==> config.mk <==
export PLATFORM = sky130hd
export DESIGN_NAME = fan_pwm_duty_generator
export DESIGN_NICKNAME = d
export VERILOG_FILES = /design/src/design/fan_pwm_pkg.sv /design/src/design/tick_divider.sv /design/src/design/fan_pwm_duty_generator.sv
export SDC_FILE = /design/constraint.sdc
export NUM_CORES = 1
export LEC_CHECK = 0
export ABC_AREA = 1
export BUFFER_PORTS_ARGS = -buffer_cell sky130_fd_sc_hd__buf_2
export CORE_UTILIZATION = 45
export DETAILED_ROUTE_END_ITERATION = 8
export GPL_ROUTABILITY_DRIVEN = 1
export SETUP_SLACK_MARGIN = 0.3
export SLEW_MARGIN = 0
export SYNTH_ARGS = -nofsm -noshare
export SYNTH_HDL_FRONTEND = slang
export SYNTH_SLANG_ARGS = --single-unit
==> constraint.sdc <==
create_clock -name mclk -period 5.9 [get_ports mclk]
set_clock_uncertainty 0.1 [all_clocks]
set_input_delay 0.295 -clock mclk [delete_from_list [all_inputs] [get_ports mclk]]
set_output_delay 0.295 -clock mclk [all_outputs]
set_load 0.03 [all_outputs]
==> src/design/fan_pwm_pkg.sv <==
package fan_pwm_pkg;

    // Register offsets on the register port
    localparam logic [7:0] ENHANCED_CONFIG_ADDR = 8'h45;
    localparam logic [7:0] PWM_TACH_CONFIG_ADDR = 8'h4a;
    localparam logic [7:0] DUTY_VALUE_ADDR      = 8'h4c;
    localparam logic [7:0] PERIOD_DIVIDE_ADDR   = 8'h4d;

    // Reset values
    localparam logic [7:0] ENHANCED_CONFIG_RST  = 8'h00;
    localparam logic [7:0] PWM_TACH_CONFIG_RST  = 8'h00;
    localparam logic [7:0] DUTY_VALUE_RST       = 8'h00;
    localparam logic [7:0] PERIOD_DIVIDE_RST    = 8'h00;
    localparam logic [7:0] UNMAPPED_RDATA       = 8'h00;

    // Field positions
    localparam int HIGH_RES_SELECT_BIT   = 4;
    localparam int SLOW_CLOCK_SELECT_BIT = 3;
    localparam int PERIOD_FIELD_MSB      = 4;
    localparam int DUTY_NORMAL_MSB       = 5;

    // Mode codes and scale values
    localparam logic [4:0] HIRES_PERIOD_SETTING = 5'h08;
    localparam logic [7:0] HIRES_FULL_SCALE     = 8'hff;
    localparam logic [7:0] MIN_FULL_SCALE       = 8'h02;

    // Timing: clock and source rates in Hz
    localparam int MCLK_HZ      = 200_000_000;
    localparam int FAST_TICK_HZ = 360_000;
    localparam int SLOW_TICK_HZ = 1_400;
    localparam int HIRES_PWM_HZ = 22_500;
    localparam int HIRES_STEPS  = 255;

    // Cycle counts derived from the rates, rounded down
    localparam int FAST_DIV_CYC  = MCLK_HZ / FAST_TICK_HZ;
    localparam int SLOW_DIV_CYC  = MCLK_HZ / SLOW_TICK_HZ;
    localparam int HIRES_DIV_CYC = MCLK_HZ / (HIRES_PWM_HZ * HIRES_STEPS);

    // Width of the tick divider counter
    localparam int DIV_W = 18;

endpackage : fan_pwm_pkg

==> src/design/tick_divider.sv <==
`timescale 1ns/100ps
`default_nettype none

module tick_divider
    import fan_pwm_pkg::*;
#(
    parameter int W = DIV_W
) (
    // Clock and reset
    input  wire logic         mclk,
    input  wire logic         rst,
    // Divide ratio in mclk cycles
    input  wire logic [W-1:0] divisor,
    // One-cycle tick
    output logic              tick
);

    logic [W-1:0] cnt_ff;       // Cycle counter
    logic [W-1:0] nxt_cnt;
    logic         tick_ff;      // Registered tick
    logic         nxt_tick;

    // Wrap also on a counter past a newly shrunk divisor
    always_comb begin
        nxt_tick = 1'b0;
        nxt_cnt  = cnt_ff + 1'b1;
        if (cnt_ff >= divisor - 1'b1) begin
            nxt_cnt  = '0;
            nxt_tick = 1'b1;
        end
    end

    // Register stage
    always_ff @(posedge mclk) begin
        if (rst) begin
            cnt_ff  <= '0;
            tick_ff <= 1'b0;
        end else begin
            cnt_ff  <= nxt_cnt;
            tick_ff <= nxt_tick;
        end
    end

    assign tick = tick_ff;

endmodule : tick_divider

`default_nettype wire

==> src/design/fan_pwm_duty_generator.sv <==
// How it works
// - High-res needs select set, fast clock, setting eight
// - High-res uses full byte, FF full duty
// - High-res only from fast source at 22.5 kHz
// - Normal full-scale count is twice setting
// - Frequency is tick rate over full scale
// - High time is duty over full scale
// - Duty steps one count of full scale
// - Setting zero behaves like setting one
`timescale 1ns/100ps
`default_nettype none

module fan_pwm_duty_generator
    import fan_pwm_pkg::*;
#(
    parameter int FAST_DIV  = FAST_DIV_CYC,
    parameter int SLOW_DIV  = SLOW_DIV_CYC,
    parameter int HIRES_DIV = HIRES_DIV_CYC
) (
    // Clock and reset
    input  wire logic       mclk,
    input  wire logic       rst,
    // Register port
    input  wire logic [7:0] reg_addr,
    input  wire logic [7:0] reg_wdata,
    input  wire logic       reg_wr,
    input  wire logic       reg_rd,
    output logic      [7:0] reg_rdata,
    // Open-drain fan drive pin
    output logic            pwm_o,
    output logic            pwm_oe_n,
    // Fan-on state, for observation
    output logic            fan_on
);

    // Software registers
    logic [7:0] enhanced_config_ff;
    logic [7:0] pwm_tach_config_ff;
    logic [7:0] duty_value_ff;
    logic [7:0] period_divide_ff;
    logic [7:0] rdata_ff;           // Read data, held until next read
    logic [7:0] nxt_enhanced_config;
    logic [7:0] nxt_pwm_tach_config;
    logic [7:0] nxt_duty_value;
    logic [7:0] nxt_period_divide;
    logic [7:0] nxt_rdata;

    // Derived controls
    logic             high_res_select;   // Request for high-res
    logic             slow_clock_select; // Slow source chosen
    logic             hires;             // High-res mode active
    logic [4:0]       period_setting;    // Frequency setting
    logic [7:0]       full_scale;        // Counts per period
    logic [7:0]       duty_eff;          // Duty in use
    logic [DIV_W-1:0] divisor;           // Tick divide ratio
    logic             tick;              // Internal counting tick

    // Period counter and output
    logic [7:0] cnt_ff;
    logic [7:0] nxt_cnt;
    logic       fan_on_ff;
    logic       nxt_fan_on;

    // Register writes and reads
    always_comb begin
        nxt_enhanced_config = enhanced_config_ff;
        nxt_pwm_tach_config = pwm_tach_config_ff;
        nxt_duty_value      = duty_value_ff;
        nxt_period_divide   = period_divide_ff;
        nxt_rdata           = rdata_ff;
        if (reg_wr) begin
            unique case (reg_addr)
                ENHANCED_CONFIG_ADDR: nxt_enhanced_config = reg_wdata;
                PWM_TACH_CONFIG_ADDR: nxt_pwm_tach_config = reg_wdata;
                DUTY_VALUE_ADDR:      nxt_duty_value      = reg_wdata;
                PERIOD_DIVIDE_ADDR:   nxt_period_divide   = reg_wdata;
                default: ;          // Writes elsewhere are dropped
            endcase
        end
        if (reg_rd) begin
            unique case (reg_addr)
                ENHANCED_CONFIG_ADDR: nxt_rdata = enhanced_config_ff;
                PWM_TACH_CONFIG_ADDR: nxt_rdata = pwm_tach_config_ff;
                DUTY_VALUE_ADDR:      nxt_rdata = duty_value_ff;
                PERIOD_DIVIDE_ADDR:   nxt_rdata = period_divide_ff;
                default:              nxt_rdata = UNMAPPED_RDATA;
            endcase
        end
    end

    // Register stage for the register file
    always_ff @(posedge mclk) begin
        if (rst) begin
            enhanced_config_ff <= ENHANCED_CONFIG_RST;
            pwm_tach_config_ff <= PWM_TACH_CONFIG_RST;
            duty_value_ff      <= DUTY_VALUE_RST;
            period_divide_ff   <= PERIOD_DIVIDE_RST;
            rdata_ff           <= UNMAPPED_RDATA;
        end else begin
            enhanced_config_ff <= nxt_enhanced_config;
            pwm_tach_config_ff <= nxt_pwm_tach_config;
            duty_value_ff      <= nxt_duty_value;
            period_divide_ff   <= nxt_period_divide;
            rdata_ff           <= nxt_rdata;
        end
    end

    // Mode decode and scale selection
    always_comb begin
        high_res_select   = enhanced_config_ff[HIGH_RES_SELECT_BIT];
        slow_clock_select = pwm_tach_config_ff[SLOW_CLOCK_SELECT_BIT];
        period_setting    = period_divide_ff[PERIOD_FIELD_MSB:0];
        // All three conditions together
        hires = high_res_select && !slow_clock_select
                && (period_setting == HIRES_PERIOD_SETTING);
        if (hires) begin
            // Full byte of duty, FF means full on
            full_scale = HIRES_FULL_SCALE;
            duty_eff   = duty_value_ff;
            divisor    = DIV_W'(HIRES_DIV);
        end else begin
            // Twice the setting, upper duty bits unused
            full_scale = {2'b00, period_setting, 1'b0};
            duty_eff   = {2'b00, duty_value_ff[DUTY_NORMAL_MSB:0]};
            divisor    = slow_clock_select ? DIV_W'(SLOW_DIV)
                                           : DIV_W'(FAST_DIV);
            // Setting zero maps onto setting one
            if (period_setting == 5'h00) begin
                full_scale = MIN_FULL_SCALE;
            end
        end
    end

    // Tick source; a mode change may stretch one period
    tick_divider #(
        .W       (DIV_W)
    ) u_tick (
        .mclk    (mclk),
        .rst     (rst),
        .divisor (divisor),
        .tick    (tick)
    );

    // Period counter and output compare
    always_comb begin
        nxt_cnt = cnt_ff;
        if (tick) begin
            // Wrap at full scale; also catches a shrunk scale
            if (cnt_ff >= full_scale - 8'h01) begin
                nxt_cnt = 8'h00;
            end else begin
                nxt_cnt = cnt_ff + 8'h01;
            end
        end
        // High for duty counts of the period
        nxt_fan_on = (cnt_ff < duty_eff)
                     || (duty_eff >= full_scale);
    end

    // Register stage for counter and pin
    always_ff @(posedge mclk) begin
        if (rst) begin
            cnt_ff    <= 8'h00;
            fan_on_ff <= 1'b0;
        end else begin
            cnt_ff    <= nxt_cnt;
            fan_on_ff <= nxt_fan_on;
        end
    end

    // Open drain: pulls low while the fan is off, released when on
    assign pwm_o     = 1'b0;
    assign pwm_oe_n  = fan_on_ff;
    assign fan_on    = fan_on_ff;
    assign reg_rdata = rdata_ff;

    // Checks; mode is judged from the raw register bits, both ways
    a_hires_enable: assert property (
        @(posedge mclk) disable iff (rst)
        hires == (enhanced_config_ff[4] && !pwm_tach_config_ff[3]
                  && period_divide_ff[4:0] == 5'h08))
        else $error("high-res state disagrees with the three settings");
    a_hires_fullbyte: assert property (
        @(posedge mclk) disable iff (rst)
        hires |-> full_scale == 8'hff && duty_eff == duty_value_ff)
        else $error("high-res not using full byte");
    a_hires_fast: assert property (
        @(posedge mclk) disable iff (rst)
        slow_clock_select |-> !hires && divisor == DIV_W'(SLOW_DIV))
        else $error("high-res on slow source");
    a_normal_scale: assert property (
        @(posedge mclk) disable iff (rst)
        !hires && period_setting != 5'h00
        |-> full_scale == 8'(2 * period_setting))
        else $error("normal full scale not twice setting");
    a_period_wrap: assert property (
        @(posedge mclk) disable iff (rst)
        tick && cnt_ff == full_scale - 8'h01 |=> cnt_ff == 8'h00)
        else $error("counter did not wrap at full scale");
    a_duty_high: assert property (
        @(posedge mclk) disable iff (rst)
        cnt_ff < duty_eff |=> fan_on_ff && pwm_oe_n)
        else $error("output not on during duty counts");
    a_duty_low: assert property (
        @(posedge mclk) disable iff (rst)
        cnt_ff >= duty_eff && duty_eff < full_scale |=> !fan_on_ff)
        else $error("output on outside duty counts");
    a_step_count: assert property (
        @(posedge mclk) disable iff (rst)
        tick && cnt_ff < full_scale - 8'h01
        |=> cnt_ff == $past(cnt_ff) + 8'h01)
        else $error("counter did not step by one");
    a_zero_setting: assert property (
        @(posedge mclk) disable iff (rst)
        !hires && period_setting == 5'h00 |-> full_scale == 8'h02)
        else $error("setting zero not mapped to one");
    // Judged one edge on, so a freshly raised duty is not held against it
    a_full_on: assert property (
        @(posedge mclk) disable iff (rst)
        duty_eff >= full_scale |=> fan_on_ff && pwm_oe_n)
        else $error("output dropped at full duty");

    c_hires_mode: cover property (@(posedge mclk) disable iff (rst)
        hires && tick && cnt_ff == 8'hfe);
    c_slow_source: cover property (@(posedge mclk) disable iff (rst)
        slow_clock_select && tick);
    c_normal_pulse: cover property (@(posedge mclk) disable iff (rst)
        !hires && fan_on_ff ##1 !fan_on_ff);
    c_full_on: cover property (@(posedge mclk) disable iff (rst)
        duty_eff >= full_scale && fan_on_ff);

endmodule : fan_pwm_duty_generator

`default_nettype wire

==> results of run 1 <==
[how the worst min path moves through the flow]
stage / endpoint / cells after the start
after floorplan: enhanced_config_ff[0]$_SDFFE_PP0P_ / 2
after global placement: enhanced_config_ff[1]$_SDFFE_PP0P_ / 2
after detailed placement: pwm_tach_config_ff[1]$_SDFFE_PP0P_ / 2
after CTS: duty_value_ff[7]$_SDFFE_PP0P_ / 3
after global routing: duty_value_ff[7]$_SDFFE_PP0P_ / 3
final: duty_value_ff[7]$_SDFFE_PP0P_ / 3
[cell usage after synthesis, types with 2 or more instances]
| master | number |
|---|---|
| nand3_2 | 2 |
| o21ai_0 | 51 |
| nor3_4 | 4 |
| nand4_1 | 6 |
| conb_1 | 2 |
| nor2_1 | 48 |
| xnor2_1 | 6 |
| clkbuf_1 | 7 |
| ha_1 | 37 |
| dfxtp_1 | 68 |
| inv_1 | 83 |
| xor2_1 | 14 |
| nor3_1 | 23 |
| a21oi_1 | 54 |
| nand2_1 | 102 |
| buf_6 | 4 |
| nand3_1 | 45 |
| buf_4 | 2 |
| buf_2 | 2 |
[through the flow]
step	setup slack [ps]	hold slack, ps
finish	3250	136
global placement	3220	337
floorplan	3690	323
detailed placement	3180	337
global route	2880	134
CTS	3230	118
[area by class of cell]
cell class / instances / share of cell area
clock buffer: 9 / 0.0277
timing repair buffer: 29 / 0.0324
inverter: 83 / 0.0696
clock inverter: 7 / 0.0168
multi-input combinational: 410 / 0.519
sequential: 68 / 0.304
tap: 108 / 0.0302
[flip-flops by register name, summed over array words and instances, names as in the netlist]
name and count:
u_tick.cnt_ff 18, cnt_ff 8, duty_value_ff 8, enhanced_config_ff 8, period_divide_ff 8, pwm_tach_config_ff 8
reg_rdata 8, fan_on 1, u_tick.tick 1
[routing by layer]
metal,global-route usage,wire [um]
met1,0.284,4570
met2,0.379,4590
met3,0.0388,236
met4,0.0554,80
met5,0,0
[logic make-up after synthesis]
| group | count (synthesis) | share of synthesized area |
|---|---|---|
| other cells | 2 | 0.00183 |
| buf+inv | 100 | 0.104 |
| xor+xnor | 20 | 0.0428 |
| fa+ha+maj | 37 | 0.113 |
| flops | 68 | 0.333 |
| simple gates | 236 | 0.267 |
| compound gates | 111 | 0.138 |
[tightest hold or removal path, cell delays in order]
cell	delay [ps]
buf_2	130
nand2_1	60
a21oi_1	50
[power by group]
| part | leakage [nW] | internal (mW) | switching, mW |
|---|---|---|---|
| sequential | 0.548 | 0.461 | 0.00310 |
| clock | 0.0923 | 0.197 | 0.192 |
| combinational | 1.24 | 0.0144 | 0.0331 |
==> out/qor.txt, run 1 <==
status - complete, no violations
post-route cell area - 4480 sq um
Overflow after GRT - 0
post-cts sizing count - 0
initial antenna violation count - 0
clock root cell - clkbuf_8
Fillers - 902
hold path start - reg_wdata[7]
Max-slew headroom - 0.207
Synth Warn # - 0
Die H - 97.4 um
CP Depth - 16
Max Cap Viol - 0
final hold vios - 0
ANT nets after route - 0
Setup crit start kind - register
CTS Hold Bufs - 0
Top Ports - 31
Finish-stage setup viols - 0
CTS clock-pin slew for the worst setup and hold paths - 80 ps
Final HPWL DP - 7150 um
Via Count - 3603
Final Power - 0.901 mW
largest net degree at the start of global routing - 33
drt total wl - 9480 um
Initial Utilization - 0.467
Top Family by Delay on Critical Path - simple AND/OR/NAND/NOR gates
setup TNS - 0 ps
worst-path cell chain - inv_1, nand2_1, nor2_1, nand2_1, nand2_1, nor2_1, nand2_1, o22ai_1, ha_1, a21oi_1, nor2_1, nor3_1, nand3_1, nand2_1, nand2_1, nor2_1
CTS tree - yes
worst-path maximum fanout - 8
first-pass GRT wire length - 17000 um
Die X - 97.4 um
Tot GR Track Use - 0.220
clock sink total - 68
most common cell after layout, fill and taps aside - nand2_1
post-synthesis cell type count - 33
Row Count - 34
drt wl/cell - 13.3 um
cells on worst reg2reg path - 16
Hold WC Path Type - in -> reg
register cell area after layout - 1360 sq um
most frequent cells in the layout - nand2_1 (102), inv_1 (83), dfxtp_1 (68), a21oi_1 (54), o21ai_0 (51)
CTS Buf Count - 9
leak pwr - 1.88 nW
ranking of synthesized cells by area - dfxtp_1 (33%), ha_1 (11%), nand2_1 (9.4%)
top-area cell type share of the netlist area - 0.333
post-layout min period - 2650 ps
critical path class - reg -> reg
Post-CTS Setup Bufs - 0
Max stage delay on crit path - 300 ps
final core occ - 0.511
Required @ worst endpoint - 6080 ps
R2R setup slack - 3250 ps
PD cells - 201 nW/um^2
non-filler cells, final - 714
Main synth FF type - dfxtp_1
Net count, final - 658
Synth Instances - 574
r2r endpoint - cnt_ff[2]$_SDFFE_PP0P_
Reg2Reg Launch Point - period_divide_ff[2]$_SDFFE_PP0P_
measured slew at the worst slew-check pin - 1190 ps
multi-input logic area - 2320 sq um
Critical Path Start - period_divide_ff[2]$_SDFFE_PP0P_
fmax - 0.377 GHz
P&R area growth vs syn - 9.35%
Placed Area - 4280 sq um
unrepaired setup endpoints after global routing - no
H-tree depth - 3
critical path arrival - 2830 ps
Yosys reg bits - 68
I/O Buffers - 29
Synth area leader - dfxtp_1
DP Cell Count - 698
Synth Area per Inst - 7.13 sq um
Buf/Inv on CP - 1
fin crit share - 0.449
CTS Buffer Depth - 2
number of synthesized flops with an enable pin - 0
n_diodes - 0
RePlAce Congestion - 0.840
CP dominant cell by count - nand2_1
DIE AREA - 9480 sq um
Post-Synthesis Cell Area - 4090 sq um
fin. max-slew vios - 0
slowest CP cell - dfxtp_1
Post-synth ARST share - 0
Critical Path Sink Type - register
layout cells sized above 1 - 0.0957
clock latency on the worst-skew pair - 350 ps
first-pass detailed-route iteration total - 5
Core Region - 8760 sq um
Setup crit end - cnt_ff[2]$_SDFFE_PP0P_
VDD IR max - 0.136 mV
vias in the first global route - 3601
# DRC - 0
sequential fraction of the synthesis area - 0.333
Via density - 5.05
Initial DRC Count - 163
(Power assumes the default switching activity.)
==> run 2, diff against run 1 <==
--- a/config.mk
+++ b/config.mk
@@ -5,7 +5,7 @@
 export SDC_FILE = /design/constraint.sdc
 export NUM_CORES = 1
 export LEC_CHECK = 0
-export ABC_AREA = 1
+export ABC_AREA = 0
 export BUFFER_PORTS_ARGS = -buffer_cell sky130_fd_sc_hd__buf_2
 export CORE_UTILIZATION = 45
 export DETAILED_ROUTE_END_ITERATION = 8
==> constraint.sdc (replaced) <==
create_clock -name mclk -period 2.6 [get_ports mclk]
set_clock_uncertainty 0.1 [all_clocks]
set_input_delay 0.13 -clock mclk [delete_from_list [all_inputs] [get_ports mclk]]
set_output_delay 0.13 -clock mclk [all_outputs]
set_load 0.03 [all_outputs]
==> out/qor.txt, run 2 <==
status - complete, no violations
unrepaired setup endpoints after global routing - yes
Tot GR Track Use - 0.223 (+0.00294)
cells on worst reg2reg path - 11 (-5)
initial antenna violation count - 0 (unchanged)
post-layout min period - 2590 ps (-64.7 ps)
n_diodes - 0 (unchanged)
Setup crit start kind - register
measured slew at the worst slew-check pin - 841 ps (-347 ps)
Critical Path Start - period_divide_ff[2]$_SDFFE_PP0P_
DIE AREA - 9000 sq um (-5.1%)
Synth area leader - dfxtp_1
H-tree depth - 3 (unchanged)
Synth Area per Inst - 9.07 sq um (+27%)
multi-input logic area - 2670 sq um (+15%)
Top Ports - 31 (unchanged)
number of synthesized flops with an enable pin - 0 (unchanged)
max FFs per register - 18 (unchanged)
worst-path maximum fanout - 5 (-3)
switch share - 0.259 (+0.00570)
fin crit share - 0.995 (+0.545)
Die H - 94.9 um (-2.6%)
Clk pwr share - 0.428 (-0.004)
# DRC - 0 (unchanged)
drt wl/cell - 15.9 um (+20%)
top-area cell type share of the netlist area - 0.351 (+0.0183)
CTS Buffer Depth - 2 (unchanged)
grt met3 use - 0.0459 (+0.00704)
Buf/Inv on CP - 2 (+1)
Net count, final - 548 (-17%)
Place WS - -173 ps (-3350 ps)
Hold WC Path Type - in -> reg
met1 GRT Util - 0.290 (+0.00648)
Post-synth ARST share - 0 (unchanged)
first-pass GRT wire length - 15300 um (-10%)
clock sink total - 68 (unchanged)
layout cells sized above 1 - 0.268 (+0.172)
RePlAce Congestion - 0.802 (-4.6%)
Synth top cells by count - dfxtp_1 (68), nor2_1 (53), ha_1 (37), mux2i_1 (32), nand2_1 (30)
Final HPWL DP - 6460 um (-9.6%)
Via density - 5.49 (+8.8%)
Int Power - 1.60 mW (+140%)
Via Count - 3299 (-8.4%)
Die X - 94.9 um (-2.6%)
largest net degree at the start of global routing - 33 (unchanged)
CTS Buf Count - 9 (unchanged)
drt total wl - 9570 um (+0.95%)
sequential fraction of the synthesis area - 0.351 (+0.0183)
Synth Warn # - 0 (unchanged)
CTS clock-pin slew for the worst setup and hold paths - 80 ps (about the same)
Yosys reg bits - 68 (unchanged)
slowest CP cell - or3_4
Biggest register - u_tick.cnt_ff
Required @ worst endpoint - 2770 ps (-3310 ps)
CP Depth - 11 (-5)
Post-Synthesis Cell Area - 3880 sq um (-5.2%)
setup TNS - 0 ps (unchanged)
worst-path cell chain - or3_4, nor3b_4, nand3b_4, inv_6, ha_1, a211oi_1, o21ai_0, nand4_1, buf_4, nand2_2, nor3_2
critical path class - reg -> reg
Most Used Layer, Global Route - met2
most frequent cells in the layout - dfxtp_1 (66), nor2_1 (52), ha_1 (34), mux2i_1 (32), buf_2 (29)
r2r endpoint - u_tick.cnt_ff[15]$_SDFF_PP0_
CTS tree - yes
Main synth FF type - dfxtp_1
Max Cap Viol - 0 (unchanged)
post-route setup slack - 13.5 ps (-3240 ps)
Reg2Reg Launch Point - period_divide_ff[2]$_SDFFE_PP0P_
NetSw - 0.559 mW (+150%)
Max stage delay on crit path - 400 ps (+100 ps)
ANT nets after route - 0 (unchanged)
Setup crit end - u_tick.cnt_ff[15]$_SDFF_PP0_
final hold vios - 0 (unchanged)
cell with the most instances after synthesis - dfxtp_1
sequential share of power - 0.493 (-0.022)
Comb pwr share - 0.079 (+0.026)
Core Region - 8300 sq um (-5.3%)
Top Family by Delay on Critical Path - simple AND/OR/NAND/NOR gates
R2R setup slack - 10 ps (-3240 ps)
leak pwr - 2.12 nW (+13%)
critical path arrival - 2760 ps (-70 ps)
first-pass detailed-route iteration total - 4 (-1)
most common cell after layout, fill and taps aside - dfxtp_1
PD cells - 444 nW/um^2 (+120%)
Finish-stage setup viols - 0 (unchanged)
register cell area after layout - 1360 sq um (+0.18%)
fin. max-slew vios - 0 (unchanged)
Initial DRC Count - 98 (-40%)
Synth Instances - 428 (-25%)
Placed Area - 4250 sq um (-0.67%)
clock root cell - clkbuf_8
Row Count - 33 (-2.9%)
vias in the first global route - 3159 (-12%)
DP Cell Count - 566 (-19%)
VDD IR max - 0.311 mV (+130%)
Max-slew headroom - 0.437 (+0.230)
M2 GR Usage - 0.357 (-0.0220)
P&R area growth vs syn - 25.5%
Overflow after GRT - 0 (unchanged)
Initial Utilization - 0.468 (about the same)
non-filler cells, final - 601 (-16%)
Fillers - 734 (-19%)
post-route cell area - 4870 sq um (+8.7%)
fmax - 0.387 GHz (+2.5%)
clock latency on the worst-skew pair - 350 ps (about the same)
I/O Buffers - 29 (unchanged)
post-synthesis cell type count - 50 (+52%)
Critical Path Sink Type - register
ranking of synthesized cells by area - dfxtp_1 (35%), ha_1 (12%), mux2i_1 (8.3%)
run 2: cell types whose count changed after synthesis, moves of 28 or more:
cell / previous run / this run
a21oi_1: 54 / 14
mux2i_1: 0 / 32
nand3_1: 45 / 17
nand2_1: 102 / 30
inv_1: 83 / 15
o21ai_0: 51 / 14
run 2: kinds of logic after synthesis:
kind of cell / share of synthesized area
mux: 0.106
simple gates: 0.220
buf+inv: 0.0458
fa+ha+maj: 0.119
compound gates: 0.109
xor+xnor: 0.0474
flops: 0.351
other cells: 0.00194
run 2: power groups by stage:
stage / Sequential (mW) / Clock (mW) / Combinational [mW]
final: 1.06 / 0.924 / 0.171
after global routing: 1.07 / 0.988 / 0.190
after CTS: 1.06 / 0.945 / 0.167
after detailed placement: 1.09 / 0 / 0.139
after global placement: 1.09 / 0 / 0.136
after floorplan: 1.09 / 0 / 0.0919
run 2: final cells by class:
type	count	share of cell area
multi-input combinational	335	0.549
sequential	68	0.280
timing repair buffer	61	0.0882
clock buffer	10	0.0283
tap	105	0.0270
clock inverter	6	0.0141
inverter	16	0.0134
run 2: how the worst min path moves through the flow:
stage            startpoint                            endpoint  slack (ps)  cells after the start
3_3_place_gp   reg_wdata[4]  pwm_tach_config_ff[4]$_SDFFE_PP0P_         320                      3
2_1_floorplan  reg_wdata[0]       duty_value_ff[0]$_SDFFE_PP0P_         170                      2
6_report                rst              cnt_ff[1]$_SDFFE_PP0P_          70                      2
4_1_cts                 rst              cnt_ff[1]$_SDFFE_PP0P_          60                      2
5_1_grt                 rst              cnt_ff[0]$_SDFFE_PP0P_          90                      2
3_5_place_dp   reg_wdata[3]       duty_value_ff[3]$_SDFFE_PP0P_         320                      3
run 2: repair_timing:
action,4_1_cts,5_1_grt
resized for setup,26,21
endpoints found under the hold margin,32,0
hold buffers,8,0
gates cloned,3,2
buffers inserted,2,4
pin swaps,22,14
endpoints found under the setup margin,28,28
run 2: worst register-to-register path: stages (launching register included):
cell	delay, ps
dfxtp_2	330
or3_4	400
nor3b_4	260
nand3b_4	140
inv_6	110
ha_1	240
a211oi_1	200
o21ai_0	120
nand4_1	90
buf_4	170
nand2_2	130
nor3_2	240
run 2: per-layer routing:
layer | vias up | routed length, um
li1 | 1652 | -
met1 | 1586 | 4680
met2 | 43 | 4480
met3 | 18 | 215
met4 | 0 | 190
met5 | - | 0
run 2: per-stage QoR:
| step | util | total power, mW | hold slack (ps) |
|---|---|---|---|
| floorplan | - | 1.18 | 174 |
| global placement | 0.512 | 1.22 | 318 |
| CTS | 0.568 | 2.18 | 55.9 |
| detailed placement | 0.512 | 1.23 | 320 |
| finish | 0.587 | 2.16 | 73.9 |
| global route | 0.587 | 2.24 | 86.5 |
